File: src/design/mxt_cfg.svh
// constants for the extended-type register access block
`ifndef MXT_CFG_SVH
`define MXT_CFG_SVH
`define MXT_TYPE_MSB       15
`define MXT_TYPE_LSB       14
`define MXT_INDEX_BITS     14
`define MXT_EXC_ILL_FUNC   8'h01
`define MXT_EXC_ILL_ADDR   8'h02
`define MXT_FC_ERR_BIT     7
`define MXT_MAX_REGS       16'h007d
`endif

File: src/design/mxt_pkg.sv
// types for the extended-type register access block
package mxt_pkg;
    typedef enum logic [1:0] {
        MXT_TYPE_INT16 = 2'b00,
        MXT_TYPE_INT32 = 2'b01,
        MXT_TYPE_FLT32 = 2'b10,
        MXT_TYPE_RSVD  = 2'b11
    } mxt_type_e;

    typedef enum logic [2:0] {
        MXT_ST_IDLE  = 3'b000,
        MXT_ST_FETCH = 3'b001,
        MXT_ST_WAIT  = 3'b010,
        MXT_ST_EMIT  = 3'b011,
        MXT_ST_DONE  = 3'b100
    } mxt_state_e;
endpackage

File: src/design/mxt_value_fmt.sv
// value formatting between parameter width and selected access width
`timescale 1ns/1ps
`include "mxt_cfg.svh"
module mxt_value_fmt
    import mxt_pkg::*;
(
    // read path
    input  wire logic [31:0] par_value_i,
    input  wire logic        par_is32_i,
    input  wire logic        acc32_i,
    output logic      [31:0] rd_value_o,
    // write path
    input  wire logic [31:0] wr_value_i,
    output logic      [31:0] wr_value_o,
    output logic             wr_fits16_o
);
    wire [31:0] low_sext = {{16{par_value_i[15]}}, par_value_i[15:0]};
    // 32-bit access sign-extends a 16-bit parameter; 16-bit access keeps the low word
    assign rd_value_o = (acc32_i && !par_is32_i) ? low_sext :
                        acc32_i ? par_value_i : {16'h0000, par_value_i[15:0]};
    // a 16-bit write widens by sign; a 32-bit write passes unchanged
    assign wr_value_o = acc32_i ? wr_value_i :
                        {{16{wr_value_i[15]}}, wr_value_i[15:0]};
    // range check for a wide value landing on a narrow parameter
    assign wr_fits16_o = (wr_value_o[31:15] == 17'h00000) ||
                         (wr_value_o[31:15] == 17'h1ffff);
endmodule

File: src/design/mxt_access.sv
// register access engine: type decode, block walk, packing and exceptions
// Behaviour
// - 32-bit values only via multiple-register services
// - one register per parameter, index X*100+Y-1
// - top two address bits select data type
// - 00 int16, 01 int32, 10 float, 11 reserved
// - type from start address holds whole block
// - 32-bit values sent high word first
// - 16-bit read of 32-bit parameter returns low word
// - 32-bit read of 16-bit parameter sign-extends
// - odd count in 32-bit access gives exception 2
// - byte count is two per register
// - exception carries function code with bit 7 set
// - 16-bit write to 32-bit parameter sign-extends
// - 32-bit write to 16-bit parameter if in range
`timescale 1ns/1ps
`include "mxt_cfg.svh"
module mxt_access
    import mxt_pkg::*;
#(
    parameter bit FLOAT_SUPPORT = 1'b1,
    parameter int MAX_REGS      = 125
)
(
    // clock and reset
    input  wire logic        mclk_i,
    input  wire logic        rst_n_i,
    // request from frame handling
    input  wire logic        req_valid_i,
    input  wire logic [7:0]  req_func_i,
    input  wire logic        req_write_i,
    input  wire logic [15:0] req_start_i,
    input  wire logic [15:0] req_count_i,
    // write data, one 16-bit register per strobe
    input  wire logic        wr_reg_valid_i,
    input  wire logic [15:0] wr_reg_data_i,
    // parameter store port
    output logic             par_rd_o,
    output logic             par_wr_o,
    output logic [13:0]      par_index_o,
    output logic [31:0]      par_wdata_o,
    input  wire logic        par_ack_i,
    input  wire logic [31:0] par_rdata_i,
    input  wire logic        par_is32_i,
    // answer toward frame handling
    output logic             rsp_start_o,
    output logic [7:0]       rsp_func_o,
    output logic [7:0]       rsp_bytes_o,
    output logic             rsp_word_valid_o,
    output logic [15:0]      rsp_word_o,
    output logic             rsp_exc_o,
    output logic [7:0]       rsp_exc_code_o,
    output logic             rsp_done_o,
    output logic             rsp_range_err_o
);
    // ******************************
    // request decode
    // ******************************
    function automatic logic is_wide(input mxt_type_e t);
        is_wide = (t == MXT_TYPE_INT32) || (t == MXT_TYPE_FLT32);
    endfunction

    wire mxt_type_e req_type  = mxt_type_e'(req_start_i[`MXT_TYPE_MSB:`MXT_TYPE_LSB]);
    wire            req_wide  = is_wide(req_type);
    wire            bad_type  = (req_type == MXT_TYPE_RSVD) ||
                                (req_type == MXT_TYPE_FLT32 && !FLOAT_SUPPORT);
    wire            odd_wide  = req_wide && req_count_i[0];
    wire            cnt_bad   = (req_count_i == 16'h0000) ||
                                (req_count_i > 16'(MAX_REGS));
    wire            reject    = bad_type || odd_wide || cnt_bad;
    wire [15:0]     req_pars  = req_wide ? {1'b0, req_count_i[15:1]} : req_count_i;

    // ******************************
    // state
    // ******************************
    mxt_state_e  state_reg, state_next;
    logic        wide_reg;
    logic        write_reg;
    logic [13:0] index_reg;
    logic [15:0] left_reg;
    logic [31:0] value_reg;
    logic        half_reg;
    logic        hi_pending_reg;
    logic [15:0] hi_word_reg;
    logic [7:0]  func_reg;

    // formatted read value and widened write value
    wire [31:0] fmt_rd;
    wire [31:0] fmt_wr;
    wire        fits16;
    wire [31:0] wr_raw = wide_reg ? {hi_word_reg, wr_reg_data_i} :
                                    {16'h0000, wr_reg_data_i};

    mxt_value_fmt u_fmt (
        .par_value_i (par_rdata_i),
        .par_is32_i  (par_is32_i),
        .acc32_i     (wide_reg),
        .rd_value_o  (fmt_rd),
        .wr_value_i  (wr_raw),
        .wr_value_o  (fmt_wr),
        .wr_fits16_o (fits16)
    );

    // a write word completes a parameter on the low word of a wide pair
    wire wr_word_last = !wide_reg || hi_pending_reg;
    wire wr_take      = (state_reg == MXT_ST_FETCH) && write_reg && wr_reg_valid_i;
    wire wr_commit    = wr_take && wr_word_last;
    // narrow parameter refuses a wide value out of its range
    wire wr_refuse    = wr_commit && !par_is32_i && !fits16;
    wire last_par     = (left_reg == 16'h0001);

    // ******************************
    // sequencing
    // ******************************
    always_comb begin
        state_next = state_reg;
        unique case (state_reg)
            MXT_ST_IDLE:  if (req_valid_i) state_next = reject ? MXT_ST_DONE : MXT_ST_FETCH;
            MXT_ST_FETCH: begin
                if (!write_reg) begin
                    state_next = MXT_ST_WAIT;
                end else if (wr_refuse || (wr_commit && last_par)) begin
                    state_next = MXT_ST_DONE;
                end
            end
            MXT_ST_WAIT:  if (par_ack_i) state_next = MXT_ST_EMIT;
            MXT_ST_EMIT: begin
                if (!wide_reg || half_reg) begin
                    state_next = last_par ? MXT_ST_DONE : MXT_ST_FETCH;
                end
            end
            MXT_ST_DONE:  state_next = MXT_ST_IDLE;
        endcase
    end

    always_ff @(posedge mclk_i or negedge rst_n_i) begin
        if (!rst_n_i) begin
            state_reg <= MXT_ST_IDLE;
        end else begin
            state_reg <= state_next;
        end
    end

    // request context, latched once so the block keeps one type
    always_ff @(posedge mclk_i or negedge rst_n_i) begin
        if (!rst_n_i) begin
            wide_reg  <= 1'b0;
            write_reg <= 1'b0;
            func_reg  <= 8'h00;
        end else if (state_reg == MXT_ST_IDLE && req_valid_i) begin
            wide_reg  <= req_wide;
            write_reg <= req_write_i;
            func_reg  <= req_func_i;
        end
    end

    // parameter walk: one index per parameter whatever the width
    always_ff @(posedge mclk_i or negedge rst_n_i) begin
        if (!rst_n_i) begin
            index_reg <= 14'h0000;
            left_reg  <= 16'h0000;
        end else if (state_reg == MXT_ST_IDLE && req_valid_i) begin
            index_reg <= req_start_i[`MXT_INDEX_BITS-1:0];
            left_reg  <= req_pars;
        end else if (wr_commit ||
                     (state_reg == MXT_ST_EMIT && (!wide_reg || half_reg))) begin
            index_reg <= index_reg + 14'h0001;
            left_reg  <= left_reg - 16'h0001;
        end
    end

    // high word of a wide write waits for its low word
    always_ff @(posedge mclk_i or negedge rst_n_i) begin
        if (!rst_n_i) begin
            hi_pending_reg <= 1'b0;
            hi_word_reg    <= 16'h0000;
        end else if (state_reg == MXT_ST_IDLE) begin
            hi_pending_reg <= 1'b0;
        end else if (wr_take && wide_reg) begin
            hi_pending_reg <= !hi_pending_reg;
            hi_word_reg    <= wr_reg_data_i;
        end
    end

    // read value capture and half select
    always_ff @(posedge mclk_i or negedge rst_n_i) begin
        if (!rst_n_i) begin
            value_reg <= 32'h00000000;
            half_reg  <= 1'b0;
        end else if (state_reg == MXT_ST_WAIT && par_ack_i) begin
            value_reg <= fmt_rd;
            half_reg  <= 1'b0;
        end else if (state_reg == MXT_ST_EMIT) begin
            half_reg  <= !half_reg;
        end
    end

    // ******************************
    // store port
    // ******************************
    wire rd_issue = (state_reg == MXT_ST_FETCH) && !write_reg;

    always_ff @(posedge mclk_i or negedge rst_n_i) begin
        if (!rst_n_i) begin
            par_rd_o    <= 1'b0;
            par_wr_o    <= 1'b0;
            par_index_o <= 14'h0000;
            par_wdata_o <= 32'h00000000;
        end else begin
            par_rd_o    <= rd_issue;
            par_wr_o    <= wr_commit && !wr_refuse;
            par_index_o <= index_reg;
            par_wdata_o <= fmt_wr;
        end
    end

    // ******************************
    // answer
    // ******************************
    // big-endian: upper half goes out first on wide access
    wire [15:0] emit_word = (wide_reg && !half_reg) ? value_reg[31:16] : value_reg[15:0];
    wire [15:0] byte_cnt  = {req_count_i[14:0], 1'b0};
    wire        start_ok  = (state_reg == MXT_ST_IDLE) && req_valid_i && !reject;
    wire        start_bad = (state_reg == MXT_ST_IDLE) && req_valid_i && reject;
    wire [7:0]  exc_func  = req_func_i | 8'(1 << `MXT_FC_ERR_BIT);

    always_ff @(posedge mclk_i or negedge rst_n_i) begin
        if (!rst_n_i) begin
            rsp_start_o      <= 1'b0;
            rsp_func_o       <= 8'h00;
            rsp_bytes_o      <= 8'h00;
            rsp_word_valid_o <= 1'b0;
            rsp_word_o       <= 16'h0000;
            rsp_exc_o        <= 1'b0;
            rsp_exc_code_o   <= 8'h00;
            rsp_done_o       <= 1'b0;
            rsp_range_err_o  <= 1'b0;
        end else begin
            rsp_start_o      <= start_ok;
            rsp_exc_o        <= start_bad;
            rsp_word_valid_o <= (state_reg == MXT_ST_EMIT);
            rsp_word_o       <= emit_word;
            rsp_done_o       <= (state_next == MXT_ST_DONE) && (state_reg != MXT_ST_DONE);
            rsp_range_err_o  <= wr_refuse;
            if (start_ok) begin
                rsp_func_o  <= req_func_i;
                rsp_bytes_o <= req_write_i ? 8'h00 : byte_cnt[7:0];
            end
            if (start_bad) begin
                rsp_func_o     <= exc_func;
                rsp_exc_code_o <= `MXT_EXC_ILL_ADDR;
            end
        end
    end
endmodule

File: config.mk
export PLATFORM = sky130hd
export DESIGN_NAME = mxt_access
export DESIGN_NICKNAME = d
export VERILOG_FILES = /design/src/design/mxt_pkg.sv /design/src/design/mxt_value_fmt.sv /design/src/design/mxt_access.sv
export VERILOG_INCLUDE_DIRS = /design/src /design/src/design
export SDC_FILE = /design/constraint.sdc
export NUM_CORES = 1
export LEC_CHECK = 0
export ABC_AREA = 1
export BUFFER_PORTS_ARGS = -buffer_cell sky130_fd_sc_hd__buf_2
export CAP_MARGIN = 20
export CORE_ASPECT_RATIO = 0.9
export CORE_MARGIN = 2
export CORE_UTILIZATION = 45
export DETAILED_ROUTE_END_ITERATION = 12
export PLACE_DENSITY = 0.72
export SLEW_MARGIN = 20
export SYNTH_ARGS = -nofsm -noshare
export SYNTH_HDL_FRONTEND = slang
export SYNTH_SLANG_ARGS = --single-unit
export TNS_END_PERCENT = 1
File: constraint.sdc
create_clock -name mclk_i -period 1.8 [get_ports mclk_i]
set_clock_uncertainty 0.15 [all_clocks]
set_input_delay 0.09 -clock mclk_i [delete_from_list [all_inputs] [get_ports mclk_i]]
set_output_delay 0.09 -clock mclk_i [all_outputs]
set_load 0.01 [all_outputs]
## Word-level counts from Yosys, hierarchy flattened

Index checks and enable logic that the tools add are counted.
W data, S select, Z words.

| operators by class | value |
|---|---|
| $add $sub $neg | 2 |
| magnitude comparators | 1 |
| equal/unequal tests | 11 |
| muxes and demuxes | 25 |
| bitwise operators | 1 |
| reduce and logical (&&, ||, !) cells | 43 |

Operators with widths:

| operator | number |
|---|---|
| $mux W32 | 4 |
| $mux W16 | 4 |
| $mux W14 | 2 |
| $mux W8 | 3 |
| $mux W3 | 7 |
| $logic_and A1 B1 Y1 | 18 |
| $eq A17 B17 Y1 const B | 1 |
| $logic_not A17 Y1 | 1 |
| $eq A16 B1 Y1 const B | 1 |
| $gt A16 B7 Y1 const B | 1 |
| $logic_not A16 Y1 | 1 |
| $sub A16 B1 Y16 const B | 1 |
| $pmux W3 S5 | 1 |
| $add A14 B1 Y14 const B | 1 |
| $logic_or A1 B1 Y1 | 9 |
| $logic_not A1 Y1 | 8 |
| $reduce_bool A2 Y1 | 4 |
| $eq A3 B2 Y1 const B | 2 |
| $eq A3 B3 Y1 const B | 2 |
| $eq A2 B2 Y1 const B | 2 |
| $mux W1 | 4 |
| $eq A3 B1 Y1 const B | 1 |
| $logic_not A3 Y1 | 1 |
| $ne A3 B3 Y1 const B | 1 |
| 3 further kinds | 3 |

| storage, ports and cells | value |
|---|---|
| register bits after elaboration | 171 |
| bits of input ports | 95 |
| output and inout bits | 93 |
| logic and storage cells | 105 |

## Longest topological paths before layout

Gate-level depths: netlist of the first run.

| logic depth | value |
|---|---|
| depth after elaboration | 12 |
| mapped depth | 14 |
| mapped depth without buffers | 13 |

## By module

Synthesis of the first run repeated with hierarchy kept, for this count alone.

| second synthesis, totals | value |
|---|---|
| cells, all modules | 958 |
| area, all modules | 8171.6 sq um |

Modules (own cells, without submodules):

| module | instances | cells each | area an instance (sq um) | sequential area each (sq um) |
|---|---|---|---|---|
| mxt_access | 1 | 826 | 7459.7 | 4254.1 |
| mxt_value_fmt | 1 | 132 | 711.9 | 0.0 |

## Least setup slack after synthesis of the first run

No wires, ideal clock.

| path | value |
|---|---|
| kind | flip-flop to flip-flop |
| start | register index_reg[1] |
| end | register index_reg[12] |
| setup time | 0.129 ns |
| data arrival time | 1.446 ns |
| required time | 1.521 ns |
| setup slack | 0.075 ns |
| cell stages (with the launch flop) | 10 |
| path buffers | 0 |
| clock period less this slack | 1.725 ns |
| path through | dfrtp_1 ha_1 nand2_1 nor2_1 nand4_1 nor2_1 nand3_1 xor2_1 nor2_1 o22ai_1 |

| on the way | value |
|---|---|
| word-level cells in the longest chain between the ends | 3 |

Ends and longest elaborated chain:

| element | RTL line | RTL |
|---|---|---|
| start, declared | mxt_access.sv:79 | `logic [13:0] index_reg;` |
| start signal, assigned | mxt_access.sv:163 | `` index_reg <= req_start_i[`MXT_INDEX_BITS-1:0]; `` |
| start signal, assigned | mxt_access.sv:167 | `index_reg <= index_reg + 14'h0001;` |
| $add A14 B1 Y14 | mxt_access.sv:167 |  |
| $mux W14 | mxt_access.sv:165 | `end else if (wr_commit \|\|` |
| $mux W14 | mxt_access.sv:162 | `end else if (state_reg == MXT_ST_IDLE && req_valid_i) begin` |

No other way between the ends. The select of a mux whose other input is x is not followed.
A chain may end at the register's enable or synchronous reset.

## Final worst setup path of the first run

| path | value |
|---|---|
| start | register wide_reg |
| end | register rsp_done_o |

| on the way | value |
|---|---|
| word-level cells in the longest chain between the ends | 12 |
| elaborated cells on any way between the ends | 20 |
| classes of those cells | 2 x eq/ne; 6 x mux; 12 x reduce/logical |

Ends and longest elaborated chain:

| element | RTL line | RTL |
|---|---|---|
| start, declared | mxt_access.sv:77 | `logic wide_reg;` |
| start signal, assigned | mxt_access.sv:151 | `wide_reg <= req_wide;` |
| $mux W32 | mxt_access.sv:91 | `wire [31:0] wr_raw = wide_reg ? {hi_word_reg, wr_reg_data_i} :` |
| $mux W32 (*) | mxt_value_fmt.sv:22 | `assign wr_value_o = acc32_i ? wr_value_i :` |
| net fmt_wr[28] | mxt_access.sv:89 | `wire [31:0] fmt_wr;` |
| $eq A17 B17 Y1 or $logic_not A17 Y1 (tied branches) | mxt_value_fmt.sv:26, mxt_value_fmt.sv:25 |  |
| $logic_or A1 B1 Y1 (*) | mxt_value_fmt.sv:25 | `assign wr_fits16_o = (wr_value_o[31:15] == 17'h00000) \|\|` |
| $logic_not A1 Y1 (*) | mxt_access.sv:109 | `wire wr_refuse = wr_commit && !par_is32_i && !fits16;` |
| $logic_and A1 B1 Y1 (*) | mxt_access.sv:109 |  |
| $logic_or A1 B1 Y1 (*) | mxt_access.sv:122 | `end else if (wr_refuse \|\| (wr_commit && last_par)) begin` |
| $mux W3 (*) | mxt_access.sv:122 |  |
| $mux W3 (*) | mxt_access.sv:120 | `if (!write_reg) begin` |
| $pmux W3 S5 (*) | mxt_access.sv:117 | `unique case (state_reg)` |
| $eq A3 B3 Y1 (*) | mxt_access.sv:243 | `rsp_done_o <= (state_next == MXT_ST_DONE) && (state_reg != MXT_ST_DONE);` |
| $logic_and A1 B1 Y1 (*) | mxt_access.sv:243 |  |
| end signal, assigned | mxt_access.sv:243 |  |
| end, declared | mxt_access.sv:53 | `output logic rsp_done_o,` |

Mark *: on every way through the listed nets, which the timed path passes. The rest lies on a longest branch.

==> results of run 1 <==
## path summary, 6_finish.rpt
| path | startpoint | to | depth (start not counted) |
|---|---|---|---|
| worst max-delay path | wide_reg$_DFFE_PN0P_ | rsp_done_o$_DFF_PN0_ | 11 |
| worst min-delay path | rst_n_i | rsp_word_o[6]$_DFF_PN0_ | 2 |
| worst max register to register | wide_reg$_DFFE_PN0P_ | rsp_done_o$_DFF_PN0_ | 11 |
| worst min register to register | index_reg[7]$_DFFE_PN0P_ | par_index_o[7]$_DFF_PN0_ | 0 |
| max in group asynchronous | rst_n_i | par_index_o[0]$_DFF_PN0_ | 3 |
| min in group mclk_i | par_is32_i | value_reg[22]$_DFFE_PN0P_ | 4 |
## final cells by class
class	count	share of cell area, %
clock inverter	11	0.838
timing repair buffer	328	22.3
clock buffer	20	4.31
sequential	170	40.2
multi-input combinational	563	27.3
inverter	67	2.65
tap	207	2.44
## synth_stat cells (2+ instances only)
cell type / number / share of area [%]
nand2_1: 229 / 11
dfrtp_1: 170 / 56
nor2_1: 65 / 3.2
o21ai_0: 64 / 4.2
inv_1: 57 / 2.8
nand3_1: 48 / 3.2
a21oi_1: 26 / 1.7
a31oi_1: 19 / 1.6
nor2_2: 14 / 1.2
buf_2: 13 / 0.86
o21ai_1: 13 / 0.86
buf_4: 12 / 1.2
clkbuf_1: 12 / 0.59
buf_6: 7 / 1.0
inv_2: 7 / 0.35
o211ai_1: 6 / 0.59
nand2_2: 5 / 0.41
nand3_2: 5 / 0.66
nand4_1: 5 / 0.41
xor2_1: 5 / 0.58
a211oi_1: 4 / 0.40
ha_1: 4 / 0.66
a31oi_2: 3 / 0.50
nand2_4: 3 / 0.45
nor3_1: 3 / 0.20
or2_1: 3 / 0.25
inv_8: 2 / 0.30
nor2_4: 2 / 0.30
nor2_8: 2 / 0.53
o22ai_1: 2 / 0.17
xnor2_1: 2 / 0.23
## repair_timing
item                                   in CTS  in global routing
gates cloned                                1                  0
hold buffers                              102                  0
gates resized for setup                    10                 24
pin swaps                                   4                  3
setup endpoints to repair                   4                 35
buffers inserted                            0                  0
endpoints found under the hold margin     294                  0
## layer usage
layer,vias up,routed length (um),share of wire (%)
li1,3327,-,-
met1,3248,9100,45
met2,237,9840,48
met3,32,1070,5.3
met4,0,354,1.7
met5,-,0,0
## cell families after synthesis
| group | count (synthesis) | synth area share [%] |
|---|---|---|
| other cells | 1 | 0.0495 |
| simple gates | 392 | 23.3 |
| fa+ha+maj | 4 | 0.661 |
| xor+xnor | 7 | 0.809 |
| compound gates | 151 | 11.8 |
| buf+inv | 111 | 7.24 |
| flops | 170 | 56.2 |
## power by group
part | leakage (nW) | switching [mW] | internal [mW] | total (mW)
clock network | 0.270 | 1.54 | 1.86 | 3.40
registers | 2.06 | 0.762 | 5.22 | 5.98
logic | 2.92 | 3.56 | 2.53 | 6.09
total | 5.25 | 5.86 | 9.60 | 15.5
## through the flow
| step | setup slack [ns] | util, % | setup TNS, ns |
|---|---|---|---|
| 4_1_cts | -0.000838 | 64.6 | -0.000838 |
| 2_1_floorplan | 0.0748 | - | 0 |
| 3_5_place_dp | -0.0446 | 54.8 | -0.114 |
| 5_1_grt | -0.122 | 65.1 | -1.19 |
| 6_report | -0.0144 | 65.1 | -0.0272 |
| 3_3_place_gp | -0.0142 | 54.8 | -0.0248 |
==> impl_metrics.ini, run 1 <==
[layout]
drive_above_1_share_pct = 29.2
multiInputGateArea_mm2 = 0.00289
stdcell_count = 1366
seq_area_mm2 = 0.00426
area_growth_pct = 40.0
nets = 1246
fill_cells = 1291
layout_commonest_cell = nand2_1
final_cell_mix = 221 x nand2_1, 178 x buf_2, 166 x dfrtp_1, 102 x dlygate4sd3_1, 63 x o21ai_0
antenna_cells = 0
fin_area_mm2 = 0.0106

[sta]
setup_viol = 2
maxSlewViolCount = 0
max-slew-margin-rel_pct = 66.2
hold_viol_final = 1
worstMarginPinSlew_ns = 0.501
hold_slack_ns = -0.00283
fmax_mhz = 551
rsz0062_at_grt = true
setup_ws_ns = -0.0144
finalCritPeriodShare_pct = 101
period_minus_slack_ns = 1.81

[critical_path]
max_stage_delay_ns = 0.39
end_kind = register
crit_family = simple AND/OR/NAND/NOR gates
crit_fanout = 20
arrival_ns = 1.98
path_class = register to register
crit_required_ns = 1.96
critPathSlowestCell = dfrtp_1
crit_buf_inv = 2
worstPathCellList = buf_12 -> inv_12 -> nand2_8 -> nand2_2 -> nand3_1 -> nor2_2 -> nand3_1 -> nand2_2 -> o211ai_1 -> nor2_2 -> nor2_1
crit_path_start_kind = register
rrSetupSlack_ns = -0.01

[grt]
use_met2_pct = 38.6
grt_pass1_wl_um = 33000
grt_max_degree = 65
use_met1_pct = 31.0
grt_usage_pct = 23.2
use_met3_pct = 4.50
grt_overflow = 0
antenna_found_initial = 0
grt_pass1_vias = 6704
busiest_layer = met2

[synth]
synth.distinct_cells = 55
synth.cell_area_mm2 = 0.00757
ys_ff_latch = 170
async_flop_share_pct = 100
ys.flop_type = dfrtp_1
syn-instance-count = 836
syn_avg_cell_area_um2 = 9.06
synth-warning-count = 0
yosysSeqAreaShare_pct = 56.2
synth-edff-count = 0

[floorplan]
die_h_um = 127
core_area_mm2 = 0.0163
chipWidth_um = 141
num_io_pins = 188
die_area_mm2 = 0.0179
fp-row-count = 44
start_util_pct = 46.5

[power]
total_power_mw = 15.5
p_leak_nw = 5.25
peakVddDrop_mv = 0.754
pwr_density_cell_mw_per_mm2 = 1460

[placement]
placed_cells_incl_taps = 1232
gp_congestion = 0.840
hpwl_um = 12900
portBuffers = 179
place_area_mm2 = 0.00893

[flow_run]
drv_cap = 0

[run_status]
violations = hold timing, setup timing
outcome = finished, violations left

[worst_hold_path]
min_path_type = primary input to async pin

[drt]
first_pass_iters = 6
drt_iter0_markers = 525
wirelength_um = 20400
drc_errors = 0
ant_nets = 0
dr_total_vias = 6844
viasPerCell = 5.01
avgRoutedWirePerCell_um = 14.9

[clocking]
path_clk_slew_ns = 0.07
htree_levels = 4
numCtsBuffers = 17
clock_sinks = 170
cts_tree = yes
cts_buffer_depth = 2
insertion_delay_ns = 0.43
cts-root-buf = clkbuf_16
Note: power is estimated with default switching activity, not from simulation.
==> inputs of run 2 (changes only) <==
--- a/config.mk
+++ b/config.mk
@@ -9,11 +9,14 @@
 export ABC_AREA = 1
 export BUFFER_PORTS_ARGS = -buffer_cell sky130_fd_sc_hd__buf_2
 export CAP_MARGIN = 20
+export CELL_PAD_IN_SITES_DETAIL_PLACEMENT = 2
+export CELL_PAD_IN_SITES_GLOBAL_PLACEMENT = 2
 export CORE_ASPECT_RATIO = 0.9
 export CORE_MARGIN = 2
-export CORE_UTILIZATION = 45
+export CORE_UTILIZATION = 29
 export DETAILED_ROUTE_END_ITERATION = 12
-export PLACE_DENSITY = 0.72
+export GPL_TIMING_DRIVEN = 0
+export PLACE_DENSITY_LB_ADDON = 0.1
 export SLEW_MARGIN = 20
 export SYNTH_ARGS = -nofsm -noshare
 export SYNTH_HDL_FRONTEND = slang
==> run 2 against run 1 <==
Effect of this change: the run ends with setup timing left; via count is 2.9% higher; final cell count up 12%; global-route usage shrank 2.7 points; final area up 6.6%; sequential cell count did not move; die area is 53% higher; register-to-register slack worse by 0.096 ns.
==> impl_metrics.ini, run 2 (same netlist as run 1, synthesis figures left out) <==
[layout]
seq_area_mm2 = 0.00426
nets = 1274
utilization_pct = 43.7
drive_above_1_share_pct = 34.1
antenna_cells = 0
layout_commonest_cell = nand2_1
final_cell_mix = 203 x nand2_1, 178 x buf_2, 164 x dfrtp_1, 108 x dlygate4sd3_1, 58 x o21ai_0
area_growth_pct = 49.2
fin_area_mm2 = 0.0113
fill_cells = 2822
multiInputGateArea_mm2 = 0.00310

[critical_path]
max_stage_delay_ns = 0.47
critPathSlowestCell = dfrtp_2
critPathMostFrequentCell = nand2_1
crit_buf_inv = 2
crit_path_start_kind = register
rrSetupSlack_ns = -0.11
end_kind = register
r2r_cells = 10
worstReg2RegStart = state_reg[0]$_DFF_PN0_
path_class = register to register
crit_fanout = 4
crit_family = simple AND/OR/NAND/NOR gates
worstPathCellList = nor2_4 -> buf_4 -> xor2_1 -> or2_1 -> inv_1 -> and2_1 -> nand2_2 -> nand2_1 -> nand2_1 -> nor2_2
arrival_ns = 2.09
crit_required_ns = 1.98
r2r-end = rsp_done_o$_DFF_PN0_

[grt]
grt_max_degree = 89
grt_overflow = 0
grt_usage_pct = 20.5
busiest_layer = met2
use_met3_pct = 4.03
grt_pass1_wl_um = 43700
antenna_found_initial = 0
use_met2_pct = 34.5
use_met1_pct = 27.6
grt_pass1_vias = 7741

[drt]
viasPerCell = 4.59
avgRoutedWirePerCell_um = 17.8
drc_errors = 0
dr_total_vias = 7043
ant_nets = 0
wirelength_um = 27300
drt_iter0_markers = 213
first_pass_iters = 6

[power]
pwr_density_cell_mw_per_mm2 = 1500
pwr-share-clk_pct = 22.6
total_power_mw = 16.9
p_seq_share_pct = 35.8
switching_share_pct = 40.2
cellInternalPower_mw = 10.1
p_leak_nw = 5.41
peakVddDrop_mv = 0.522
power_frac_comb_pct = 41.7
switchingPower_mw = 6.80

[placement]
hpwl_um = 17700
place_area_mm2 = 0.00896
dpl_worst_slack_ns = -0.382
gp_congestion = 0.763
portBuffers = 178

[sta]
setup_ws_ns = -0.111
hold_viol_final = 0
rsz0062_at_grt = true
finalCritPeriodShare_pct = 106
hold_slack_ns = 0.0259
fmax_mhz = 523
maxSlewViolCount = 0
setup_viol = 23
worstMarginPinSlew_ns = 0.700
period_minus_slack_ns = 1.91
max-slew-margin-rel_pct = 53.3

[worst_hold_path]
worstHoldEndpoint = left_reg[13]$_DFFE_PN0P_
hp-start = req_count_i[13]
min_path_type = primary input to register
hold_path_depth = 5

[floorplan]
die_h_um = 157
core_area_mm2 = 0.0259
fp-row-count = 56
num_io_pins = 188
chipWidth_um = 174
start_util_pct = 29.3
die_area_mm2 = 0.0274

[clocking]
htree_levels = 4
cts_buffer_depth = 2
insertion_delay_ns = 0.44
path_clk_slew_ns = 0.07
cts-root-buf = clkbuf_16
cts_tree = yes
clock_sinks = 170
numCtsBuffers = 17

[flow_run]
drv_cap = 0

[run_status]
violations = setup timing
outcome = finished, violations left
## run 2: cell types whose count changed in the layout (fill, tap and decap cells not counted), sizes merged
cell         before  now
dlygate4sd3     102  108
clkbuf           20   30
clkinvlp          1    3
inv              71   74
bufinv            0    1
buf             226  237
clkinv            6    2
## run 2: per-layer routing
layer / vias to the layer above / share of wire, %
met2: 144 / 49
met5: - / 0
met3: 14 / 3.6
met4: 0 / 0.54
li1: 3377 / -
met1: 3508 / 47
## run 2: worst max-delay path by stage
stage / start / to / slack [ns] / cells past startpoint
after global placement: rst_n_i / rsp_bytes_o[7]$_DFFE_PN0P_ / -2.50 / 1
after detailed placement: req_start_i[14] / left_reg[3]$_DFFE_PN0P_ / -0.38 / 7
after floorplan: index_reg[1]$_DFFE_PN0P_ / index_reg[12]$_DFFE_PN0P_ / 0.07 / 9
after CTS: wide_reg$_DFFE_PN0P_ / rsp_done_o$_DFF_PN0_ / -0.16 / 12
final: state_reg[0]$_DFF_PN0_ / rsp_done_o$_DFF_PN0_ / -0.11 / 10
after global routing: wide_reg$_DFFE_PN0P_ / state_reg[2]$_DFF_PN0_ / -0.26 / 12
## run 2: power by group through the flow
stage | clock network, mW | registers, mW | logic, mW
final | 3.82 | 6.05 | 7.05
after global routing | 4.05 | 6.24 | 7.95
after CTS | 3.91 | 5.99 | 6.52
after detailed placement | 0 | 6.03 | 5.76
after global placement | 0 | 5.98 | 5.62
after floorplan | 0 | 6.16 | 3.41
## run 2: cell type report
cell class,instances,area share (%)
Buffer,44,3.59
Clock inverter,13,1.34
Inverter,67,2.49
Multi-Input combinational cell,563,27.5
Clock buffer,19,3.92
Sequential cell,170,37.7
Tap cell,348,3.85
Timing Repair Buffer,312,19.6
## run 2: per-stage QoR
stage / setup TNS [ns] / std cells
finish: -1.02 / 1536
floorplan: 0 / 843
detailed placement: -12.76 / 1370
global route: -6.44 / 1536
CTS: -2.07 / 1521
global placement: -432.15 / 1369
## run 2: repair_timing
item | 4_1_cts | 5_1_grt
gates resized for setup | 58 | 91
pin swaps | 15 | 27
endpoints found under the hold margin | 200 | 0
buffers inserted | 10 | 15
setup endpoints to repair | 104 | 112
hold buffers | 108 | 0
cloned | 1 | 0
## run 2: worst register-to-register path, cell delays in order (launching register included)
cell and delay [ns]:
dfrtp_2 0.47, nor2_4 0.14, buf_4 0.12, xor2_1 0.31, or2_1 0.16, inv_1 0.03
and2_1 0.16, nand2_2 0.07, nand2_1 0.07, nand2_1 0.08, nor2_2 0.04
==> inputs of run 3 (changes only) <==
--- a/config.mk
+++ b/config.mk
@@ -6,16 +6,15 @@
 export SDC_FILE = /design/constraint.sdc
 export NUM_CORES = 1
 export LEC_CHECK = 0
-export ABC_AREA = 1
 export BUFFER_PORTS_ARGS = -buffer_cell sky130_fd_sc_hd__buf_2
-export CAP_MARGIN = 20
 export CELL_PAD_IN_SITES_DETAIL_PLACEMENT = 2
 export CELL_PAD_IN_SITES_GLOBAL_PLACEMENT = 2
 export CORE_ASPECT_RATIO = 0.9
 export CORE_MARGIN = 2
-export CORE_UTILIZATION = 29
+export CORE_UTILIZATION = 30
 export DETAILED_ROUTE_END_ITERATION = 12
 export GPL_TIMING_DRIVEN = 0
+export MAX_ROUTING_LAYER = met4
 export PLACE_DENSITY_LB_ADDON = 0.1
 export SLEW_MARGIN = 20
 export SYNTH_ARGS = -nofsm -noshare
==> run 3 against run 2 <==
Effect of this change: the flow still finishes with violations (setup timing); global-route usage down 0.27 points; register-to-register slack got worse by 0.16 ns; combinational power up 0.6%; critical path type unchanged; sequential cell count stayed put; worst setup slack worse by 0.16 ns; largest power group unchanged; clock-buffer cell count down 1; highest routed layer unchanged.
==> impl_metrics.ini, run 3 <==
[layout]
area_growth_pct = 48.5
drive_above_1_share_pct = 40.4
layout_commonest_cell = buf_2
fill_cells = 2488
final_cell_mix = 179 x buf_2, 165 x dfrtp_1, 89 x dlygate4sd3_1, 87 x nand2_1, 50 x a21oi_1
nets = 1069

[sta]
period_minus_slack_ns = 2.07
fmax_mhz = 482
maxSlewViolCount = 0
setup_viol = 77
worstMarginPinSlew_ns = 0.687
max-slew-margin-rel_pct = 54.2
setup_tns_ns = -11.14
hold_viol_final = 0
setup_ws_ns = -0.273
finalCritPeriodShare_pct = 115
rsz0062_at_grt = true

[floorplan]
start_util_pct = 30.3
fp-row-count = 54
die_area_mm2 = 0.0256
core_area_mm2 = 0.0241
die_h_um = 152
chipWidth_um = 169
num_io_pins = 188

[run_status]
violations = setup timing
outcome = finished, violations left

[critical_path]
crit_required_ns = 1.97
crit_path_start_kind = register
crit_fanout = 6
end_kind = register
path_class = register to register
arrival_ns = 2.25

[drt]
wirelength_um = 25000
first_pass_iters = 6
drc_errors = 0
dr_total_vias = 6237
viasPerCell = 4.83
drt_iter0_markers = 330
avgRoutedWirePerCell_um = 19.3
ant_nets = 0

[clocking]
insertion_delay_ns = 0.44
cts_tree = yes
path_clk_slew_ns = 0.07
numCtsBuffers = 17
clock_sinks = 170
cts-root-buf = clkbuf_16
cts_buffer_depth = 2
htree_levels = 4

[synth]
ys_ff_latch = 170
yosys-top-cells-area = dfrtp_1 58%, mux2_2 8.2%, nand2_1 4.6%
yosysTopAreaCell = dfrtp_1
synth_commonest_cells = 170 x dfrtp_1, 90 x nand2_1, 64 x a21oi_1
syn_avg_cell_area_um2 = 11.1
synth-warning-count = 0
synth_most_common_cell = dfrtp_1
synth.distinct_cells = 64
async_flop_share_pct = 100
syn-instance-count = 657
synth.cell_area_mm2 = 0.00731
yosysSeqAreaShare_pct = 58.2
synthDominantCellAreaShare_pct = 58.2
ys.flop_type = dfrtp_1
synth-edff-count = 0

[grt]
grt_pass1_vias = 7160
grt_overflow = 0
antenna_found_initial = 1
grt_max_degree = 101
grt_pass1_wl_um = 39400
grt_usage_pct = 20.2

[power]
peakVddDrop_mv = 0.627
p_leak_nw = 5.03
pwr_density_cell_mw_per_mm2 = 1600

[placement]
portBuffers = 179
dpl_worst_slack_ns = -0.839
hpwl_um = 16600
gp_congestion = 0.768

[flow_run]
drv_cap = 0

[worst_hold_path]
min_path_type = primary input to register
==> run 3: changes by cell type after synthesis, moves of 14 or more <==
cell / change
nand2_1: -139
mux2_2: +53
inv_1: -52
nor2_2: -14
mux2i_1: +15
o21ai_0: -38
nand3_1: -33
nor2_1: -27
a31oi_1: -18
a21oi_1: +38
==> run 3: cells by family after synthesis <==
logic type | synth area share [%]
muxes | 10.5
AOI/OAI and AO/OA | 11.7
adders and majority gates | 0.684
DFF | 58.2
other | 0.0513
buffers and inverters | 4.07
xor gates and xnor gates | 0.240
and+or+nand+nor | 14.6
==> run 3: through the flow <==
step	instance area (um2)	hold slack, ns	utilization (%)	cells	power [mW]
floorplan	7340	-0.356	-	664	9.78
global placement	8620	0.0702	35.8	1151	11.7
detailed placement	8660	-0.0500	35.9	1152	12.1
CTS	10600	0.0000228	43.8	1279	16.9
global route	10900	0.0393	45.0	1292	18.5
finish	10900	0.00250	45.0	1292	17.3
==> run 3: worst paths after layout <==
path	from	endpoint	slack, ns	cells past startpoint
setup / recovery	left_reg[8]$_DFFE_PN0P_	state_reg[0]$_DFF_PN0_	-0.27	5
hold / removal	req_count_i[8]	left_reg[8]$_DFFE_PN0P_	0.002	4
setup reg to reg	left_reg[8]$_DFFE_PN0P_	state_reg[0]$_DFF_PN0_	-0.27	5
hold reg to reg	index_reg[2]$_DFFE_PN0P_	par_index_o[2]$_DFF_PN0_	0.24	0
max in group asynchronous	rst_n_i	rsp_bytes_o[5]$_DFFE_PN0P_	0.53	3
min in group asynchronous	rst_n_i	par_wdata_o[22]$_DFF_PN0_	0.06	2
==> run 3: layer usage <==
metal	vias up	part of all wire [%]	GRT usage, %
li1	2922	-	-
met1	3185	44	25.3
met2	116	52	34.1
met3	14	2.8	3.41
met4	0	0.73	5.13
met5	-	0	-
==> run 3: area by class of cell <==
type	count	area, um2	share of cell area, %
clock buffers	18	439	4.04
plain buffers	47	443	4.08
well taps	308	385	3.55
flip-flops and latches	170	4260	39.2
multi-input cells	439	3130	28.8
inverters	5	18.8	0.173
repair buffers	290	2020	18.6
clock inverters	14	168	1.54
diodes	1	2.50	0.0230
==> run 3: power by group <==
part	leakage [nW]	internal (mW)	switching (mW)
Combinational	2.69	3.42	3.67
Sequential	2.04	5.36	1.15
Clock	0.296	1.92	1.83
Total	5.03	10.7	6.65
==> run 3: what timing repair did <==
item / 4_1_cts / 5_1_grt
gates cloned: 1 / 2
setup endpoints to repair: 115 / 103
hold buffers: 89 / 0
pin swaps: 8 / 15
setup buffers: 7 / 11
resized for setup: 109 / 59
hold endpoints to repair: 177 / 0
==> run 3: worst max-delay path, stage by stage, from the launching register on <==
cell and delay, ns:
dfrtp_1 0.39, or3_4 0.43, or3_4 0.45, nor2_4 0.18, a221oi_4 0.10, a221o_1 0.27
